## config.mk

```make
export PLATFORM = sky130hd
export DESIGN_NAME = compare_timer
export DESIGN_NICKNAME = d
export VERILOG_FILES = /design/src/include/timer_pkg.sv /design/src/include/prescale_if.sv /design/src/rtl/pin_edge_sync.sv /design/src/rtl/timer_prescaler.sv /design/src/rtl/compare_timer.sv
export SDC_FILE = /design/constraint.sdc
export NUM_CORES = 1
export LEC_CHECK = 0
export ABC_AREA = 1
export ABC_CLOCK_PERIOD_IN_PS = 2100
export BUFFER_PORTS_ARGS = -buffer_cell sky130_fd_sc_hd__buf_2
export CAP_MARGIN = 10
export CORE_MARGIN = 5
export CORE_UTILIZATION = 54
export CTS_CLUSTER_DIAMETER = 200
export DETAILED_ROUTE_END_ITERATION = 16
export PLACE_DENSITY = 0.82
export SYNTH_ARGS = -nofsm -noshare
export SYNTH_HDL_FRONTEND = slang
export SYNTH_SLANG_ARGS = --single-unit
```

## constraint.sdc

```tcl
create_clock -name clk_i -period 2.1 [get_ports clk_i]
set_clock_uncertainty 0.05 [all_clocks]
set_input_delay 0.315 -clock clk_i [delete_from_list [all_inputs] [get_ports clk_i]]
set_output_delay 0.315 -clock clk_i [all_outputs]
set_load 0.05 [all_outputs]
```

## src/include/timer_pkg.sv

```systemverilog
// constants of the 8-bit compare timer channel
// assumes a 40 MHz peripheral clock and a 32-bit classic bus slave
package timer_pkg;
    // byte addresses of the registers
    localparam logic [7:0] CTRL_ADDR = 8'h00;
    localparam logic [7:0] STAT_ADDR = 8'h04;
    localparam logic [7:0] COUNT_ADDR = 8'h08;
    localparam logic [7:0] CONST_A_ADDR = 8'h0C;
    localparam logic [7:0] CONST_B_ADDR = 8'h10;
    localparam logic [7:0] ALT_ADDR = 8'h14;
    // control fields
    localparam int CMP_B_IE_BIT = 7;
    localparam int CMP_A_IE_BIT = 6;
    localparam int OVF_IE_BIT = 5;
    localparam int CLR_SEL_LSB = 3;
    localparam int SRC_SEL_LSB = 0;
    // status fields
    localparam int FLAG_LSB = 5;
    localparam int FLAG_OVF = 0;
    localparam int FLAG_A = 1;
    localparam int FLAG_B = 2;
    localparam int STAT_ONE_BIT = 4;
    localparam int OUT_SEL_LSB = 0;
    localparam int ALT_BIT = 0;
    // reset values
    localparam logic [7:0] CTRL_RESET = 8'h00;
    localparam logic [7:0] COUNT_RESET = 8'h00;
    localparam logic [7:0] CONST_RESET = 8'hFF;
    localparam logic [3:0] OUT_SEL_RESET = 4'h0;
    localparam logic [7:0] COUNT_MAX = 8'hFF;
    // count source codes
    localparam logic [2:0] SRC_DIV_LO = 3'h1;
    localparam logic [2:0] SRC_DIV_MID = 3'h2;
    localparam logic [2:0] SRC_DIV_HI = 3'h3;
    localparam logic [2:0] SRC_EXT_RISE = 3'h5;
    localparam logic [2:0] SRC_EXT_FALL = 3'h6;
    localparam logic [2:0] SRC_EXT_BOTH = 3'h7;
    // counter clear codes
    localparam logic [1:0] CLR_NONE = 2'h0;
    localparam logic [1:0] CLR_ON_A = 2'h1;
    localparam logic [1:0] CLR_ON_B = 2'h2;
    localparam logic [1:0] CLR_ON_PIN = 2'h3;
    // output actions
    localparam logic [1:0] ACT_NONE = 2'h0;
    localparam logic [1:0] ACT_LOW = 2'h1;
    localparam logic [1:0] ACT_HIGH = 2'h2;
    localparam logic [1:0] ACT_TOGGLE = 2'h3;
    // prescaler divisors
    localparam int PRE_WIDTH = 10;
    localparam logic [9:0] DIV_8 = 10'h007;
    localparam logic [9:0] DIV_64 = 10'h03F;
    localparam logic [9:0] DIV_1024 = 10'h3FF;
    localparam logic [9:0] DIV_2 = 10'h001;
    localparam logic [9:0] DIV_32 = 10'h01F;
    localparam logic [9:0] DIV_256 = 10'h0FF;
endpackage : timer_pkg

```

## src/include/prescale_if.sv

```systemverilog
// carrier between the timer core and its prescaler
// assumes both ends run on the same peripheral clock
`timescale 1ns/100ps
`default_nettype none
interface prescale_if;
    logic [2:0] source_sel;
    logic alt_sel;
    logic tick;
    modport gen (input source_sel, input alt_sel, output tick);
    modport user (output source_sel, output alt_sel, input tick);
endinterface : prescale_if
`default_nettype wire

```

## src/rtl/pin_edge_sync.sv

```systemverilog
// three-flop pin synchroniser with rise and fall pulses
// assumes an asynchronous pin and a synchronous active-high reset
`timescale 1ns/100ps
`default_nettype none
module pin_edge_sync
(
    input wire logic clk_i,
    input wire logic rst_i,
    input wire logic pin_i,
    output logic rise_o,
    output logic fall_o
);
    logic s1, s2, s3, level;
    logic next_level;

    always_comb
    begin
        next_level = level;
        if (s2 == s3)
        begin
            next_level = s3;
        end
    end

    always_ff @(posedge clk_i)
    begin
        if (rst_i)
        begin
            s1 <= 1'b0;
            s2 <= 1'b0;
            s3 <= 1'b0;
            level <= 1'b0;
        end
        else
        begin
            s1 <= pin_i;
            s2 <= s1;
            s3 <= s2;
            level <= next_level;
        end
    end

    assign rise_o = next_level & ~level;
    assign fall_o = ~next_level & level;
endmodule : pin_edge_sync
`default_nettype wire

```

## src/rtl/timer_prescaler.sv

```systemverilog
// free-running prescaler giving falling-edge ticks of the divided clock
// assumes the source and alternate selects come from the timer core
`timescale 1ns/100ps
`default_nettype none
module timer_prescaler
#(
    parameter int WIDTH = timer_pkg::PRE_WIDTH
)
(
    input wire logic clk_i,
    input wire logic rst_i,
    prescale_if.gen pre
);
    logic [WIDTH-1:0] cnt;
    logic [WIDTH-1:0] next_cnt;
    logic [WIDTH-1:0] mask;
    logic active;

    always_comb
    begin
        next_cnt = WIDTH'(cnt + 1'b1);
        active = 1'b1;
        case (pre.source_sel)
            timer_pkg::SRC_DIV_LO:
                mask = pre.alt_sel ? timer_pkg::DIV_2 : timer_pkg::DIV_8;
            timer_pkg::SRC_DIV_MID:
                mask = pre.alt_sel ? timer_pkg::DIV_32 : timer_pkg::DIV_64;
            timer_pkg::SRC_DIV_HI:
                mask = pre.alt_sel ? timer_pkg::DIV_256 : timer_pkg::DIV_1024;
            default:
            begin
                mask = '1;
                active = 1'b0;
            end
        endcase
    end

    always_ff @(posedge clk_i)
    begin
        if (rst_i)
        begin
            cnt <= '0;
        end
        else
        begin
            cnt <= next_cnt;
        end
    end

    // divided clock falls when its low bits wrap
    assign pre.tick = active && ((cnt & mask) == mask);
endmodule : timer_prescaler
`default_nettype wire

```

## src/rtl/compare_timer.sv

```systemverilog
// one 8-bit compare timer channel with a classic bus register slave
// assumes pins are asynchronous and the bus runs on clk_i
`timescale 1ns/100ps
`default_nettype none
module compare_timer
(
    input wire logic clk_i,
    input wire logic rst_i,
    input wire logic wb_cyc_i,
    input wire logic wb_stb_i,
    input wire logic wb_we_i,
    input wire logic [7:0] wb_adr_i,
    input wire logic [3:0] wb_sel_i,
    input wire logic [31:0] wb_dat_i,
    output logic [31:0] wb_dat_o,
    output logic wb_ack_o,
    input wire logic ext_clk_i,
    input wire logic ext_reset_i,
    output logic timer_out_o,
    output logic timer_out_oe_n_o,
    output logic irq_overflow_o,
    output logic irq_compare_a_o,
    output logic irq_compare_b_o
);
    ////////////////////////////////////////////////////////////////////////
    // state
    logic [7:0] control, count, const_a, const_b;
    logic [3:0] out_sel;
    logic [2:0] flags, armed;
    logic alt, eq_a_q, eq_b_q, pin_level;
    logic [7:0] next_control, next_count, next_const_a, next_const_b;
    logic [3:0] next_out_sel;
    logic [2:0] next_flags, next_armed, set_evt;
    logic next_alt, next_pin_level, next_ack;
    logic [31:0] next_rdata;

    ////////////////////////////////////////////////////////////////////////
    // sources
    logic ext_rise, ext_fall, rst_rise;
    logic req, wr, rd, eq_a, eq_b, match_a, match_b, tick, clr, cnt_wr;
    logic [2:0] src;
    logic [1:0] clr_sel, act_a, act_b;
    prescale_if pre ();

    pin_edge_sync clk_sync
    (
        .clk_i(clk_i),
        .rst_i(rst_i),
        .pin_i(ext_clk_i),
        .rise_o(ext_rise),
        .fall_o(ext_fall)
    );

    pin_edge_sync rst_sync
    (
        .clk_i(clk_i),
        .rst_i(rst_i),
        .pin_i(ext_reset_i),
        .rise_o(rst_rise),
        .fall_o()
    );

    timer_prescaler prescaler
    (
        .clk_i(clk_i),
        .rst_i(rst_i),
        .pre(pre.gen)
    );

    assign src = control[timer_pkg::SRC_SEL_LSB +: 3];
    assign clr_sel = control[timer_pkg::CLR_SEL_LSB +: 2];
    assign act_a = out_sel[1:0];
    assign act_b = out_sel[3:2];
    assign pre.source_sel = src;
    assign pre.alt_sel = alt;

    ////////////////////////////////////////////////////////////////////////
    // next values
    assign req = wb_cyc_i && wb_stb_i && !wb_ack_o;
    assign wr = req && wb_we_i && wb_sel_i[0];
    assign rd = req && !wb_we_i;
    assign eq_a = (count == const_a);
    assign eq_b = (count == const_b);
    assign match_a = eq_a && !eq_a_q;
    assign match_b = eq_b && !eq_b_q;
    assign cnt_wr = wr && (wb_adr_i == timer_pkg::COUNT_ADDR);

    always_comb
    begin
        case (src)
            timer_pkg::SRC_DIV_LO,
            timer_pkg::SRC_DIV_MID,
            timer_pkg::SRC_DIV_HI: tick = pre.tick;
            timer_pkg::SRC_EXT_RISE: tick = ext_rise;
            timer_pkg::SRC_EXT_FALL: tick = ext_fall;
            timer_pkg::SRC_EXT_BOTH: tick = ext_rise | ext_fall;
            default: tick = 1'b0;
        endcase
        case (clr_sel)
            timer_pkg::CLR_ON_A: clr = match_a;
            timer_pkg::CLR_ON_B: clr = match_b;
            timer_pkg::CLR_ON_PIN: clr = rst_rise;
            default: clr = 1'b0;
        endcase
    end

    always_comb
    begin
        next_control = control;
        next_alt = alt;
        next_out_sel = out_sel;
        next_const_a = const_a;
        next_const_b = const_b;
        next_count = count;
        if (cnt_wr)
        begin
            next_count = wb_dat_i[7:0];
        end
        else if (clr)
        begin
            next_count = timer_pkg::COUNT_RESET;
        end
        else if (tick)
        begin
            next_count = 8'(count + 8'h01);
        end
        set_evt = 3'h0;
        set_evt[timer_pkg::FLAG_OVF] = tick && !clr && !cnt_wr
            && (count == timer_pkg::COUNT_MAX);
        set_evt[timer_pkg::FLAG_A] = match_a;
        set_evt[timer_pkg::FLAG_B] = match_b;
        next_flags = flags;
        next_armed = armed;
        for (int i = 0; i < 3; i++)
        begin
            if (rd && wb_adr_i == timer_pkg::STAT_ADDR && flags[i])
            begin
                next_armed[i] = 1'b1;
            end
            // writes only clear, an event in the same cycle wins
            if (wr && wb_adr_i == timer_pkg::STAT_ADDR && armed[i]
                && !wb_dat_i[timer_pkg::FLAG_LSB + i])
            begin
                next_flags[i] = 1'b0;
                next_armed[i] = 1'b0;
            end
            if (set_evt[i])
            begin
                next_flags[i] = 1'b1;
            end
        end
        if (wr)
        begin
            case (wb_adr_i)
                timer_pkg::CTRL_ADDR: next_control = wb_dat_i[7:0];
                timer_pkg::STAT_ADDR:
                    next_out_sel = wb_dat_i[timer_pkg::OUT_SEL_LSB +: 4];
                timer_pkg::CONST_A_ADDR: next_const_a = wb_dat_i[7:0];
                timer_pkg::CONST_B_ADDR: next_const_b = wb_dat_i[7:0];
                timer_pkg::ALT_ADDR: next_alt = wb_dat_i[timer_pkg::ALT_BIT];
                default: next_alt = alt;
            endcase
        end
        next_pin_level = pin_level;
        if (match_a)
        begin
            case (act_a)
                timer_pkg::ACT_LOW: next_pin_level = 1'b0;
                timer_pkg::ACT_HIGH: next_pin_level = 1'b1;
                timer_pkg::ACT_TOGGLE: next_pin_level = !pin_level;
                default: next_pin_level = pin_level;
            endcase
        end
        if (match_b)
        begin
            case (act_b)
                timer_pkg::ACT_LOW: next_pin_level = 1'b0;
                timer_pkg::ACT_HIGH: next_pin_level = 1'b1;
                timer_pkg::ACT_TOGGLE:
                    next_pin_level = !next_pin_level;
                default: next_pin_level = next_pin_level;
            endcase
        end
        next_ack = req;
        next_rdata = 32'h0000_0000;
        if (rd)
        begin
            case (wb_adr_i)
                timer_pkg::CTRL_ADDR: next_rdata[7:0] = control;
                timer_pkg::STAT_ADDR:
                    next_rdata[7:0] = {flags, 1'b1, out_sel};
                timer_pkg::COUNT_ADDR: next_rdata[7:0] = count;
                timer_pkg::CONST_A_ADDR: next_rdata[7:0] = const_a;
                timer_pkg::CONST_B_ADDR: next_rdata[7:0] = const_b;
                timer_pkg::ALT_ADDR: next_rdata[0] = alt;
                default: next_rdata = 32'h0000_0000;
            endcase
        end
    end

    ////////////////////////////////////////////////////////////////////////
    // registers
    always_ff @(posedge clk_i)
    begin
        if (rst_i)
        begin
            control <= timer_pkg::CTRL_RESET;
            alt <= 1'b0;
            out_sel <= timer_pkg::OUT_SEL_RESET;
            count <= timer_pkg::COUNT_RESET;
            const_a <= timer_pkg::CONST_RESET;
            const_b <= timer_pkg::CONST_RESET;
            flags <= 3'h0;
            armed <= 3'h0;
            eq_a_q <= 1'b0;
            eq_b_q <= 1'b0;
            pin_level <= 1'b0;
            timer_out_o <= 1'b0;
            timer_out_oe_n_o <= 1'b1;
            irq_overflow_o <= 1'b0;
            irq_compare_a_o <= 1'b0;
            irq_compare_b_o <= 1'b0;
            wb_ack_o <= 1'b0;
            wb_dat_o <= 32'h0000_0000;
        end
        else
        begin
            control <= next_control;
            alt <= next_alt;
            out_sel <= next_out_sel;
            count <= next_count;
            const_a <= next_const_a;
            const_b <= next_const_b;
            flags <= next_flags;
            armed <= next_armed;
            eq_a_q <= eq_a;
            eq_b_q <= eq_b;
            pin_level <= next_pin_level;
            timer_out_o <= next_pin_level;
            timer_out_oe_n_o <= (next_out_sel == 4'h0);
            irq_overflow_o <= next_flags[timer_pkg::FLAG_OVF]
                && next_control[timer_pkg::OVF_IE_BIT];
            irq_compare_a_o <= next_flags[timer_pkg::FLAG_A]
                && next_control[timer_pkg::CMP_A_IE_BIT];
            irq_compare_b_o <= next_flags[timer_pkg::FLAG_B]
                && next_control[timer_pkg::CMP_B_IE_BIT];
            wb_ack_o <= next_ack;
            wb_dat_o <= next_rdata;
        end
    end
endmodule : compare_timer
`default_nettype wire

```

==> results of run 1 <==
## final cells by class
| class | count | area (um^2) | area share |
|---|---|---|---|
| flip-flops and latches | 77 | 1544 | 0.3512 |
| well taps | 99 | 123.9 | 0.02817 |
| repair buffers | 46 | 252.7 | 0.05748 |
| multi-input cells | 393 | 1988 | 0.4522 |
| clock buffers | 11 | 151.4 | 0.03443 |
| clock inverters | 5 | 58.81 | 0.01338 |
| inverters | 74 | 277.8 | 0.06318 |
## registers in the layout, summed over array words and instances, names as in the netlist, 3 cells and up
| name | count |
|---|---|
| prescaler.cnt | 10 |
| const_a | 8 |
| const_b | 8 |
| control | 8 |
| count | 8 |
| wb_dat_o | 8 |
| out_sel | 4 |
| armed | 3 |
| flags | 3 |
## critical path, delay by kind of cell (launching register included)
| family | cells | cell delay (ns) |
|---|---|---|
| flip-flops | 1 | 0.33 |
| buffers and inverters | 5 | 0.42 |
| AO/OA/AOI/OAI | 3 | 0.45 |
| AND/OR/NAND/NOR | 5 | 0.34 |
| adder cells (fa/ha/maj) | 1 | 0.29 |
## cells by family (layout without fill, tap and decap cells)
family / Yosys count / in the layout / synth area share
AO/OA/AOI/OAI: 76 / 76 / 0.1171
XOR/XNOR: 16 / 16 / 0.03676
adder cells (fa/ha/maj): 4 / 4 / 0.01246
buffers and inverters: 117 / 136 / 0.1467
flip-flops: 77 / 77 / 0.3838
other: 1 / 24 / 0.0009337
AND/OR/NAND/NOR: 273 / 273 / 0.3022
## cell usage in the layout, fill, tap and decap left out, drive strengths merged, types with 9 or more instances in the layout
cell type and n:
nor2 80, nor3 11, conb 24, nand4 12, nand2 137, o21ai 24, nand3 29, a21oi 16
o211ai 13, buf 46, xnor2 9, dfxtp 77, clkbuf 11, inv 74
## report_power, final
group / internal, mW / switching [mW]
combinational: 0.0345 / 0.167
clock: 0.613 / 0.558
sequential: 1.47 / 0.00543
## per-stage QoR
step	instances	setup slack, ns	power [mW]	util
6_report	705	0.1320	2.848	0.6062
5_1_grt	705	0.006460	2.927	0.6062
4_1_cts	705	0.03094	2.857	0.6036
3_5_place_dp	689	0.08774	1.709	0.5746
3_3_place_gp	689	0.1210	1.705	0.5746
2_1_floorplan	587	0.2739	1.690	-
## final timing paths
check                              endpoint  slack [ns]  cells past startpoint
worst max-delay path               count[7]        0.13                     14
worst min-delay path            clk_sync.s1        0.10                      3
worst max register to register     count[7]        0.13                     14
worst min register to register  clk_sync.s2        0.35                      2
## metal layers
layer,vias up,GRT usage
met4,0,0.1102
li1,1827,-
met2,134,0.3669
met1,1666,0.2567
met3,26,0.06099
met5,-,0
## repair_timing
item / in CTS / in global routing
hold buffers: 0 / 0
setup endpoints to repair: 0 / 10
resized for setup: 0 / 8
==> key figures, run 1 <==
Global routing
  • First-pass GRT wire length: 15,650 um
  • Vias in the first global route: 3,480
  • Overflow after GRT: 0
  • Largest net degree at the start of global routing: 39
  • GR Util All Layers: 0.2198
  • Initial antenna violation count: 0

Die
  • I/O pins: 89
  • Initial core utilization: 0.5537
  • Core area: 7253 um^2
  • Die Wd: 96.24 um
  • Die Footprint: 9262 um^2
  • Chip height: 96.24 um
  • Num rows: 31

Detailed routing
  • Routed WL: 9695 um
  • Detail Route Antenna Nets: 0
  • Metal1 wirelength: 3929 um
  • Met3 wire length: 742 um
  • WL/cell: 13.75 um
  • Initial DRC count: 248
  • Max layer used: met4
  • Routed vias: 3,653
  • DRC viols: 0
  • Routed length on met2: 4737 um
  • Drt pass-1 iters: 5
  • Vias per cell: 5.182

Logic synthesis
  • Mapped Cells: 564
  • Mean area per synthesized cell: 7.121 um^2
  • Synth top area share: 0.3838
  • Top FF cell, synth: dfxtp_1
  • Ys async rst share: 0
  • Post-synth cell types: 41
  • Post-synth EDFFs: 0
  • Synth Register Bits: 77
  • Warnings, synthesis: 0
  • Post-synth top cells: nand2_1 (130), dfxtp_1 (77), nor2_1 (70), inv_1 (67), nand3_1 (28)
  • Sequential-to-total area share from yosys stat: 0.3838
  • Cell taking the most area after synthesis: dfxtp_1
  • Synth area leaders: dfxtp_1 (38%), nand2_1 (12%), nor2_1 (6.5%), inv_1 (6.3%), buf_4 (4.5%)
  • Synthesized area: 4016 um^2
  • Top-count cell post-synth: nand2_1

Worst setup path
  • Critical path class: reg -> reg
  • Cells along the critical path: inv_1 > nand2_1 > o21a_1 > inv_1 > ha_1 > o211ai_1 > o21ai_2 > inv_2 > buf_4 > nand3_1 > nand3_1 > nand2_1 > inv_1 > nor2_1
  • CP required: 2.32 ns
  • CP max-delay cell: dfxtp_1
  • R2R Path Start: clk_sync.level
  • Critical path capture point type: flip-flop
  • CP arrival: 2.18 ns
  • CP dominant cell by count: inv_1
  • Crit path launch type: flip-flop
  • Max Fanout on Critical Path: 5
  • Setup crit start: clk_sync.level
  • Slowest cell delay on critical path: 0.33 ns

Placement
  • Dpl cell area: 4168 um^2
  • IO Port Bufs: 37
  • RD Place Congestion: 0.9253
  • Detailed placement HPWL: 7159 um

Power
  • VDD IR max: 0.4430 mV
  • P per Cell Area: 647.6 nW/um^2
  • Lkg Pwr: 2.029 nW

Finish
  • Ant. Diodes: 0
  • Area Overhead vs Synth: 9.470%
  • Final nets: 656
  • Fillers: 672
  • Layout cells sized above 1: 0.1634
  • Final Cell Area: 4397 um^2

Timing
  • Fin crit share: 0.9371
  • Fin. max-slew vios: 0
  • Post-Route Setup TNS: 0 ns
  • Final worst path period need: 1.968 ns
  • Hold_ws: 0.1025 ns
  • F_max: 508.1 MHz
  • Final setup vio count: 0
  • Final Hold Viols: 0
  • RSZ-0062 raised after global routing: false

Run
  • Max_cap viols: 0

CTS
  • Worst-path clk slew: 0.08 ns
  • Clk_lat worst skew: 0.36 ns
  • Clk buf depth: 2
  • TritonCTS Sinks: 77
  • CTS H-tree lvls: 3
  • CTS tree: yes
  • Post-CTS Repair Setup Buffers: 0
  • Root Driver: clkbuf_8
  • Inserted Clock Buffers: 9

Min path
  • Worst hold start: ext_clk_i
  • HP Class: in -> reg

Run status
  • Status: complete, no violations
No activity file was read; power rests on OpenSTA's default activity.
==> run 2: changes to the inputs <==
--- a/config.mk
+++ b/config.mk
@@ -8,12 +8,14 @@
 export ABC_AREA = 1
 export ABC_CLOCK_PERIOD_IN_PS = 2100
 export BUFFER_PORTS_ARGS = -buffer_cell sky130_fd_sc_hd__buf_2
-export CAP_MARGIN = 10
+export CAP_MARGIN = 20
 export CORE_MARGIN = 5
 export CORE_UTILIZATION = 54
 export CTS_CLUSTER_DIAMETER = 200
 export DETAILED_ROUTE_END_ITERATION = 16
+export GPL_TIMING_DRIVEN = 0
 export PLACE_DENSITY = 0.82
+export REMOVE_ABC_BUFFERS = 1
 export SYNTH_ARGS = -nofsm -noshare
 export SYNTH_HDL_FRONTEND = slang
 export SYNTH_SLANG_ARGS = --single-unit
==> run 2 against run 1 <==
- critical path depth down 1
- power decreased by 4.6%
- critical path type unchanged
- sequential share of layout area rose by 0.43 points
- non-clock buffer count is 7 lower
- first-iteration DRC count increased by 33%
- global-route usage grew 1.2 points
- cell count shrank 0.99%
- via count rose by 0.90%
- clock-buffer cell count did not move
- fmax down 1.4%
==> key figures, run 2 (synthesized netlist as in run 1, its figures left out) <==
Worst setup path
  • Critical path class: reg -> reg (unchanged)
  • Crit path launch type: flip-flop (unchanged)
  • Critical path capture point type: flip-flop (unchanged)
  • CP required: 2.31 ns (was 2.32 ns)
  • CP arrival: 2.21 ns (was 2.18 ns)
  • Max Fanout on Critical Path: 10 (was 5)

Detailed routing
  • Drt pass-1 iters: 5 (unchanged)
  • Routed vias: 3,686 (was 3,653)
  • Vias per cell: 5.281 (was 5.182)
  • DRC viols: 0 (unchanged)
  • Routed WL: 10,040 um (was 9695 um)
  • Detail Route Antenna Nets: 0 (unchanged)
  • Initial DRC count: 331 (was 248)
  • WL/cell: 14.39 um (was 13.75 um)

Timing
  • F_max: 501.2 MHz (was 508.1 MHz)
  • Fin. max-slew vios: 0 (unchanged)
  • Fin crit share: 0.9502 (was 0.9371)
  • Slew HR: 0.5559
  • RSZ-0062 raised after global routing: false (unchanged)
  • Final Hold Viols: 0 (unchanged)
  • Worst Max-Slew Pin Slew: 0.6654 ns
  • Final worst path period need: 1.995 ns (was 1.968 ns)
  • Final setup vio count: 0 (unchanged)
  • Worst setup margin: 0.1047 ns (was 0.1320 ns)

Finish
  • Multi-input gate area: 1996 um^2 (was 1988 um^2)
  • Max reg flops: 10 (unchanged)
  • Area Overhead vs Synth: 8.068% (was 9.470%)
  • Layout cells sized above 1: 0.1519 (was 0.1634)
  • Register area: 1543 um^2 (was 1544 um^2)
  • Fillers: 680 (was 672)
  • Most common cell after layout, fill and taps aside: nand2_1 (unchanged)
  • Final nets: 649 (was 656)
  • Utilization after layout: 0.5984 (was 0.6062)
  • Most frequent cells in the layout: nand2_1 (130), dfxtp_1 (76), nor2_1 (68) (was nand2_1 (130), dfxtp_1 (75), nor2_1 (69))
  • Largest Register: prescaler.cnt (unchanged)
  • Ant. Diodes: 0 (unchanged)
  • Final Cell Area: 4340 um^2 (was 4397 um^2)

Die
  • I/O pins: 89 (unchanged)
  • Die Wd: 96.24 um (unchanged)
  • Die Footprint: 9262 um^2 (unchanged)
  • Core area: 7253 um^2 (unchanged)
  • Chip height: 96.24 um (unchanged)
  • Initial core utilization: 0.5537 (unchanged)
  • Num rows: 31 (unchanged)

Global routing
  • First-pass GRT wire length: 16,240 um (was 15,650 um)
  • Initial antenna violation count: 0 (unchanged)
  • GR Util All Layers: 0.2318 (was 0.2198)
  • Overflow after GRT: 0 (unchanged)
  • Largest net degree at the start of global routing: 30 (was 39)
  • Vias in the first global route: 3,493 (was 3,480)

Power
  • P per Cell Area: 626.0 nW/um^2 (was 647.6 nW/um^2)
  • Overall Power: 2.717 mW (was 2.848 mW)
  • Lkg Pwr: 1.988 nW (was 2.029 nW)
  • VDD IR max: 0.3514 mV (was 0.4430 mV)

CTS
  • Inserted Clock Buffers: 9 (unchanged)
  • Worst-path clk slew: 0.08 ns (about the same)
  • Root Driver: clkbuf_8 (unchanged)
  • TritonCTS Sinks: 77 (unchanged)
  • CTS tree: yes (unchanged)
  • CTS H-tree lvls: 3 (unchanged)
  • Clk_lat worst skew: 0.37 ns (was 0.36 ns)
  • Clk buf depth: 2 (unchanged)

Min path
  • HP Class: in -> reg (unchanged)

Placement
  • Dpl ws: -0.2073 ns (was 0.08774 ns)
  • Dpl cell area: 4128 um^2 (was 4168 um^2)
  • RD Place Congestion: 0.9824 (was 0.9253)
  • IO Port Bufs: 37 (unchanged)
  • Detailed placement HPWL: 7301 um (was 7159 um)

Run
  • Max_cap viols: 0 (unchanged)

Run status
  • Status: complete, no violations (unchanged)
==> run 2: power breakdown <==
group          switching, mW  total [mW]  internal [mW]
combinational          0.171       0.208         0.0370
sequential           0.00538        1.47           1.47
clock                  0.571        1.03          0.464
total                  0.748        2.72           1.97
==> run 2: layout make-up <==
cell class                 instances  share of cell area
inverter                          74             0.06400
clock inverter                     5            0.008071
sequential                        77              0.3554
tap                               99             0.02854
clock buffer                      11             0.03257
timing repair buffer              39             0.05160
multi-input combinational        393              0.4598
==> run 2: per-stage QoR <==
stage	setup TNS, ns	cells	hold slack (ns)
6_report	0	698	0.09834
5_1_grt	0	698	0.1027
4_1_cts	0	698	0.08971
3_5_place_dp	-1.466	681	0.3481
3_3_place_gp	-4.164	680	0.3401
2_1_floorplan	0	544	0.3317
==> run 2: path summary, 6_finish.rpt <==
check,slack [ns],end,startpoint,cells after the start
setup / recovery,0.10,count[6],clk_sync.s2,13
hold / removal,0.1,rst_sync.s1,ext_reset_i,3
setup reg to reg,0.10,count[6],clk_sync.s2,13
hold reg to reg,0.36,rst_sync.s2,rst_sync.s1,2
==> run 2: critical path, cell delays in order, from the launching register on <==
cell      delay [ns]
dfxtp_1         0.36
nand2_1         0.06
nand2_1         0.05
o21a_1          0.15
inv_1           0.07
ha_1            0.29
o211ai_1        0.16
o21ai_1         0.11
inv_2           0.10
nand2_4         0.12
nand3_1         0.16
nand2_1         0.07
nor2_1          0.09
nor2_1          0.04
==> run 2: what timing repair did <==
action                     CTS  global route
hold buffers                 0             0
pin swaps                    0             1
gates resized for setup      3             7
setup endpoints to repair    9            10
buffers inserted             1             0
==> run 2: routing by layer <==
layer / wire (um) / up-vias / GRT usage
met3: 873 / 35 / 0.05786
met2: 4539 / 178 / 0.3680
li1: - / 1808 / -
met1: 4211 / 1665 / 0.2852
met5: 0 / - / 0
met4: 419 / 0 / 0.1291
==> run 3: changes to the inputs <==
--- a/config.mk
+++ b/config.mk
@@ -6,16 +6,16 @@
 export NUM_CORES = 1
 export LEC_CHECK = 0
 export ABC_AREA = 1
-export ABC_CLOCK_PERIOD_IN_PS = 2100
-export BUFFER_PORTS_ARGS = -buffer_cell sky130_fd_sc_hd__buf_2
 export CAP_MARGIN = 20
 export CORE_MARGIN = 5
-export CORE_UTILIZATION = 54
+export CORE_UTILIZATION = 55
 export CTS_CLUSTER_DIAMETER = 200
 export DETAILED_ROUTE_END_ITERATION = 16
+export DONT_BUFFER_PORTS = 1
 export GPL_TIMING_DRIVEN = 0
-export PLACE_DENSITY = 0.82
+export PLACE_DENSITY = 0.72
 export REMOVE_ABC_BUFFERS = 1
+export SLEW_MARGIN = 15
 export SYNTH_ARGS = -nofsm -noshare
 export SYNTH_HDL_FRONTEND = slang
 export SYNTH_SLANG_ARGS = --single-unit
==> run 3 against run 2 <==
- sequential share of layout area grew 1.2 points
- power grew 1.9%
- critical path depth shrank 1
- clock-buffer cell count is the same
- register-to-register slack gained 0.03 ns
- largest cell class unchanged
- design area shrank 3.1%
- die area shrank 1.6%
- setup slack gained 0.027 ns
- largest power group unchanged
- highest routed layer unchanged
- clock power grew 9%
==> key figures, run 3 (synthesized netlist as in run 1, its figures left out) <==
Run status
  • Status: complete, no violations (unchanged)

Worst setup path
  • Cell count along the critical path: 12 (was 13)
  • Critical path class: reg -> reg (unchanged)
  • CP required: 2.34 ns (was 2.31 ns)
  • CP max-delay cell: dfxtp_1 (unchanged)
  • CP top delay family: compound AO/OA/AOI/OAI gates (was simple AND/OR/NAND/NOR gates)
  • CP arrival: 2.21 ns (about the same)
  • Crit path launch type: flip-flop (unchanged)
  • R2R setup slack: 0.13 ns (was 0.10 ns)
  • Max Fanout on Critical Path: 10 (unchanged)
  • CP dominant cell by count: inv_1 (was nand2_1)
  • Cells along the critical path: inv_1 > nand2_1 > o21a_1 > inv_1 > ha_1 > o211ai_1 > o21ai_1 > inv_2 > nand2_4 > nor2_2 > nand3_2 > a21boi_2 (was nand2_1 > nand2_1 > o21a_1 > inv_1 > ha_1 > o211ai_1 > o21ai_1 > inv_2 > nand2_4 > nand3_1 > nand2_1 > nor2_1 > nor2_1)
  • Number of cells on the worst reg-to-reg path: 12 (was 13)
  • Bufs and invs on worst path: 3 (was 2)
  • Slowest cell delay on critical path: 0.34 ns (was 0.36 ns)
  • Critical path capture point type: flip-flop (unchanged)

Die
  • Chip height: 95.46 um (was 96.24 um)
  • Die Wd: 95.46 um (was 96.24 um)
  • I/O pins: 89 (unchanged)
  • Num rows: 31 (unchanged)
  • Die Footprint: 9112 um^2 (was 9262 um^2)
  • Initial core utilization: 0.5597 (was 0.5537)
  • Core area: 7176 um^2 (was 7253 um^2)

Placement
  • RD Place Congestion: 0.9257 (was 0.9824)
  • Dpl ws: -0.1950 ns (was -0.2073 ns)
  • Dpl cell area: 3943 um^2 (was 4128 um^2)
  • Detailed placement HPWL: 7030 um (was 7301 um)
  • IO Port Bufs: 0 (was 37)

Power
  • VDD IR max: 0.3907 mV (was 0.3514 mV)
  • Lkg Pwr: 1.842 nW (was 1.988 nW)
  • P per Cell Area: 658.0 nW/um^2 (was 626.0 nW/um^2)

Min path
  • HP Class: in -> reg (unchanged)
  • Hold Path Depth: 2 (was 3)

Detailed routing
  • Routed vias: 3,484 (was 3,686)
  • Initial DRC count: 258 (was 331)
  • Drt pass-1 iters: 5 (unchanged)
  • Vias per cell: 5.255 (was 5.281)
  • DRC viols: 0 (unchanged)
  • WL/cell: 14.52 um (was 14.39 um)
  • Detail Route Antenna Nets: 0 (unchanged)
  • Routed WL: 9624 um (was 10,040 um)

Timing
  • Fin crit share: 0.9372 (was 0.9502)
  • Final setup vio count: 0 (unchanged)
  • Final worst path period need: 1.968 ns (was 1.995 ns)
  • Final Hold Viols: 0 (unchanged)
  • Slew HR: 0.2820 (was 0.5559)
  • Fin. max-slew vios: 0 (unchanged)
  • RSZ-0062 raised after global routing: false (unchanged)
  • Hold_ws: 0.01367 ns (was 0.09834 ns)
  • F_max: 508.1 MHz (was 501.2 MHz)
  • Worst setup margin: 0.1319 ns (was 0.1047 ns)
  • Worst Max-Slew Pin Slew: 1.073 ns (was 0.6654 ns)

Global routing
  • Largest net degree at the start of global routing: 28 (was 30)
  • First-pass GRT wire length: 15,260 um (was 16,240 um)
  • GR Util All Layers: 0.2203 (was 0.2318)
  • Vias in the first global route: 3,112 (was 3,493)
  • Overflow after GRT: 0 (unchanged)
  • Initial antenna violation count: 0 (unchanged)

Finish
  • Multi-input gate area: 2001 um^2 (was 1996 um^2)
  • Register area: 1544 um^2 (was 1543 um^2)
  • Most frequent cells in the layout: nand2_1 (130), dfxtp_1 (75), nor2_1 (68) (was nand2_1 (130), dfxtp_1 (76), nor2_1 (68))
  • Largest Register: prescaler.cnt (unchanged)
  • Fillers: 677 (was 680)
  • Ant. Diodes: 0 (unchanged)
  • Area Overhead vs Synth: 4.735% (was 8.068%)
  • Layout cells sized above 1: 0.09752 (was 0.1519)
  • Final Cell Area: 4207 um^2 (was 4340 um^2)
  • Max reg flops: 10 (unchanged)
  • Most common cell after layout, fill and taps aside: nand2_1 (unchanged)
  • Final nets: 614 (was 649)

Run
  • Max_cap viols: 0 (unchanged)

CTS
  • TritonCTS Sinks: 77 (unchanged)
  • CTS tree: yes (unchanged)
  • Clk_lat worst skew: 0.36 ns (was 0.37 ns)
  • Inserted Clock Buffers: 9 (unchanged)
  • Worst-path clk slew: 0.08 ns (about the same)
  • CTS H-tree lvls: 3 (unchanged)
  • Clk buf depth: 2 (unchanged)
  • Root Driver: clkbuf_8 (unchanged)
[run 3: cell types whose count changed in the layout (fill, tap and decap cells not counted), sizes merged]
cell,previous run,this run
buf,39,2
dlygate4sd3,0,2
bufinv,0,1
inv,75,74
[run 3: final timing paths]
kind / endpoint / startpoint
min reg2reg: clk_sync.s2 / clk_sync.s1
min: rst_sync.s1 / ext_reset_i
max reg2reg: irq_overflow_o / clk_sync.level
max: irq_overflow_o / clk_sync.level
[run 3: what timing repair did]
item                                   4_1_cts  5_1_grt
pin swaps                                    1        1
setup endpoints to repair                   10       30
endpoints found under the hold margin       27        0
gates cloned                                 0        0
buffers inserted                             1        0
hold buffers                                 2        0
resized for setup                            3        9
[run 3: through the flow]
stage	power (mW)	utilization	instances	setup TNS (ns)
final	2.768	0.5862	663	0
after global routing	2.895	0.5862	663	0
after CTS	2.796	0.5824	663	0
after detailed placement	1.664	0.5494	644	-0.8405
after global placement	1.656	0.5456	643	-1.638
after floorplan	1.646	-	544	0
[run 3: layout make-up]
class | count | area share
Inverter | 74 | 0.06603
Timing Repair Buffer | 4 | 0.01398
Clock buffer | 11 | 0.03361
Multi-Input combinational cell | 393 | 0.4756
Tap cell | 99 | 0.02945
Clock inverter | 5 | 0.01428
Sequential cell | 77 | 0.3670
[run 3: routing by layer]
layer | part of all wire | up-vias | wire (um) | GRT usage
met4 | 0.034 | 0 | 330 | 0.1220
met3 | 0.091 | 26 | 872 | 0.05446
met2 | 0.46 | 167 | 4411 | 0.3405
met5 | 0 | - | 0 | 0
li1 | - | 1737 | - | -
met1 | 0.42 | 1554 | 4009 | 0.2807
[run 3: report_power, final]
part           internal (mW)  leakage (nW)  total, mW  switching (mW)
sequential              1.47         0.623       1.48         0.00842
clock                  0.583        0.0995       1.12           0.541
combinational         0.0240          1.12      0.165           0.141
total                   2.08          1.84       2.77           0.691
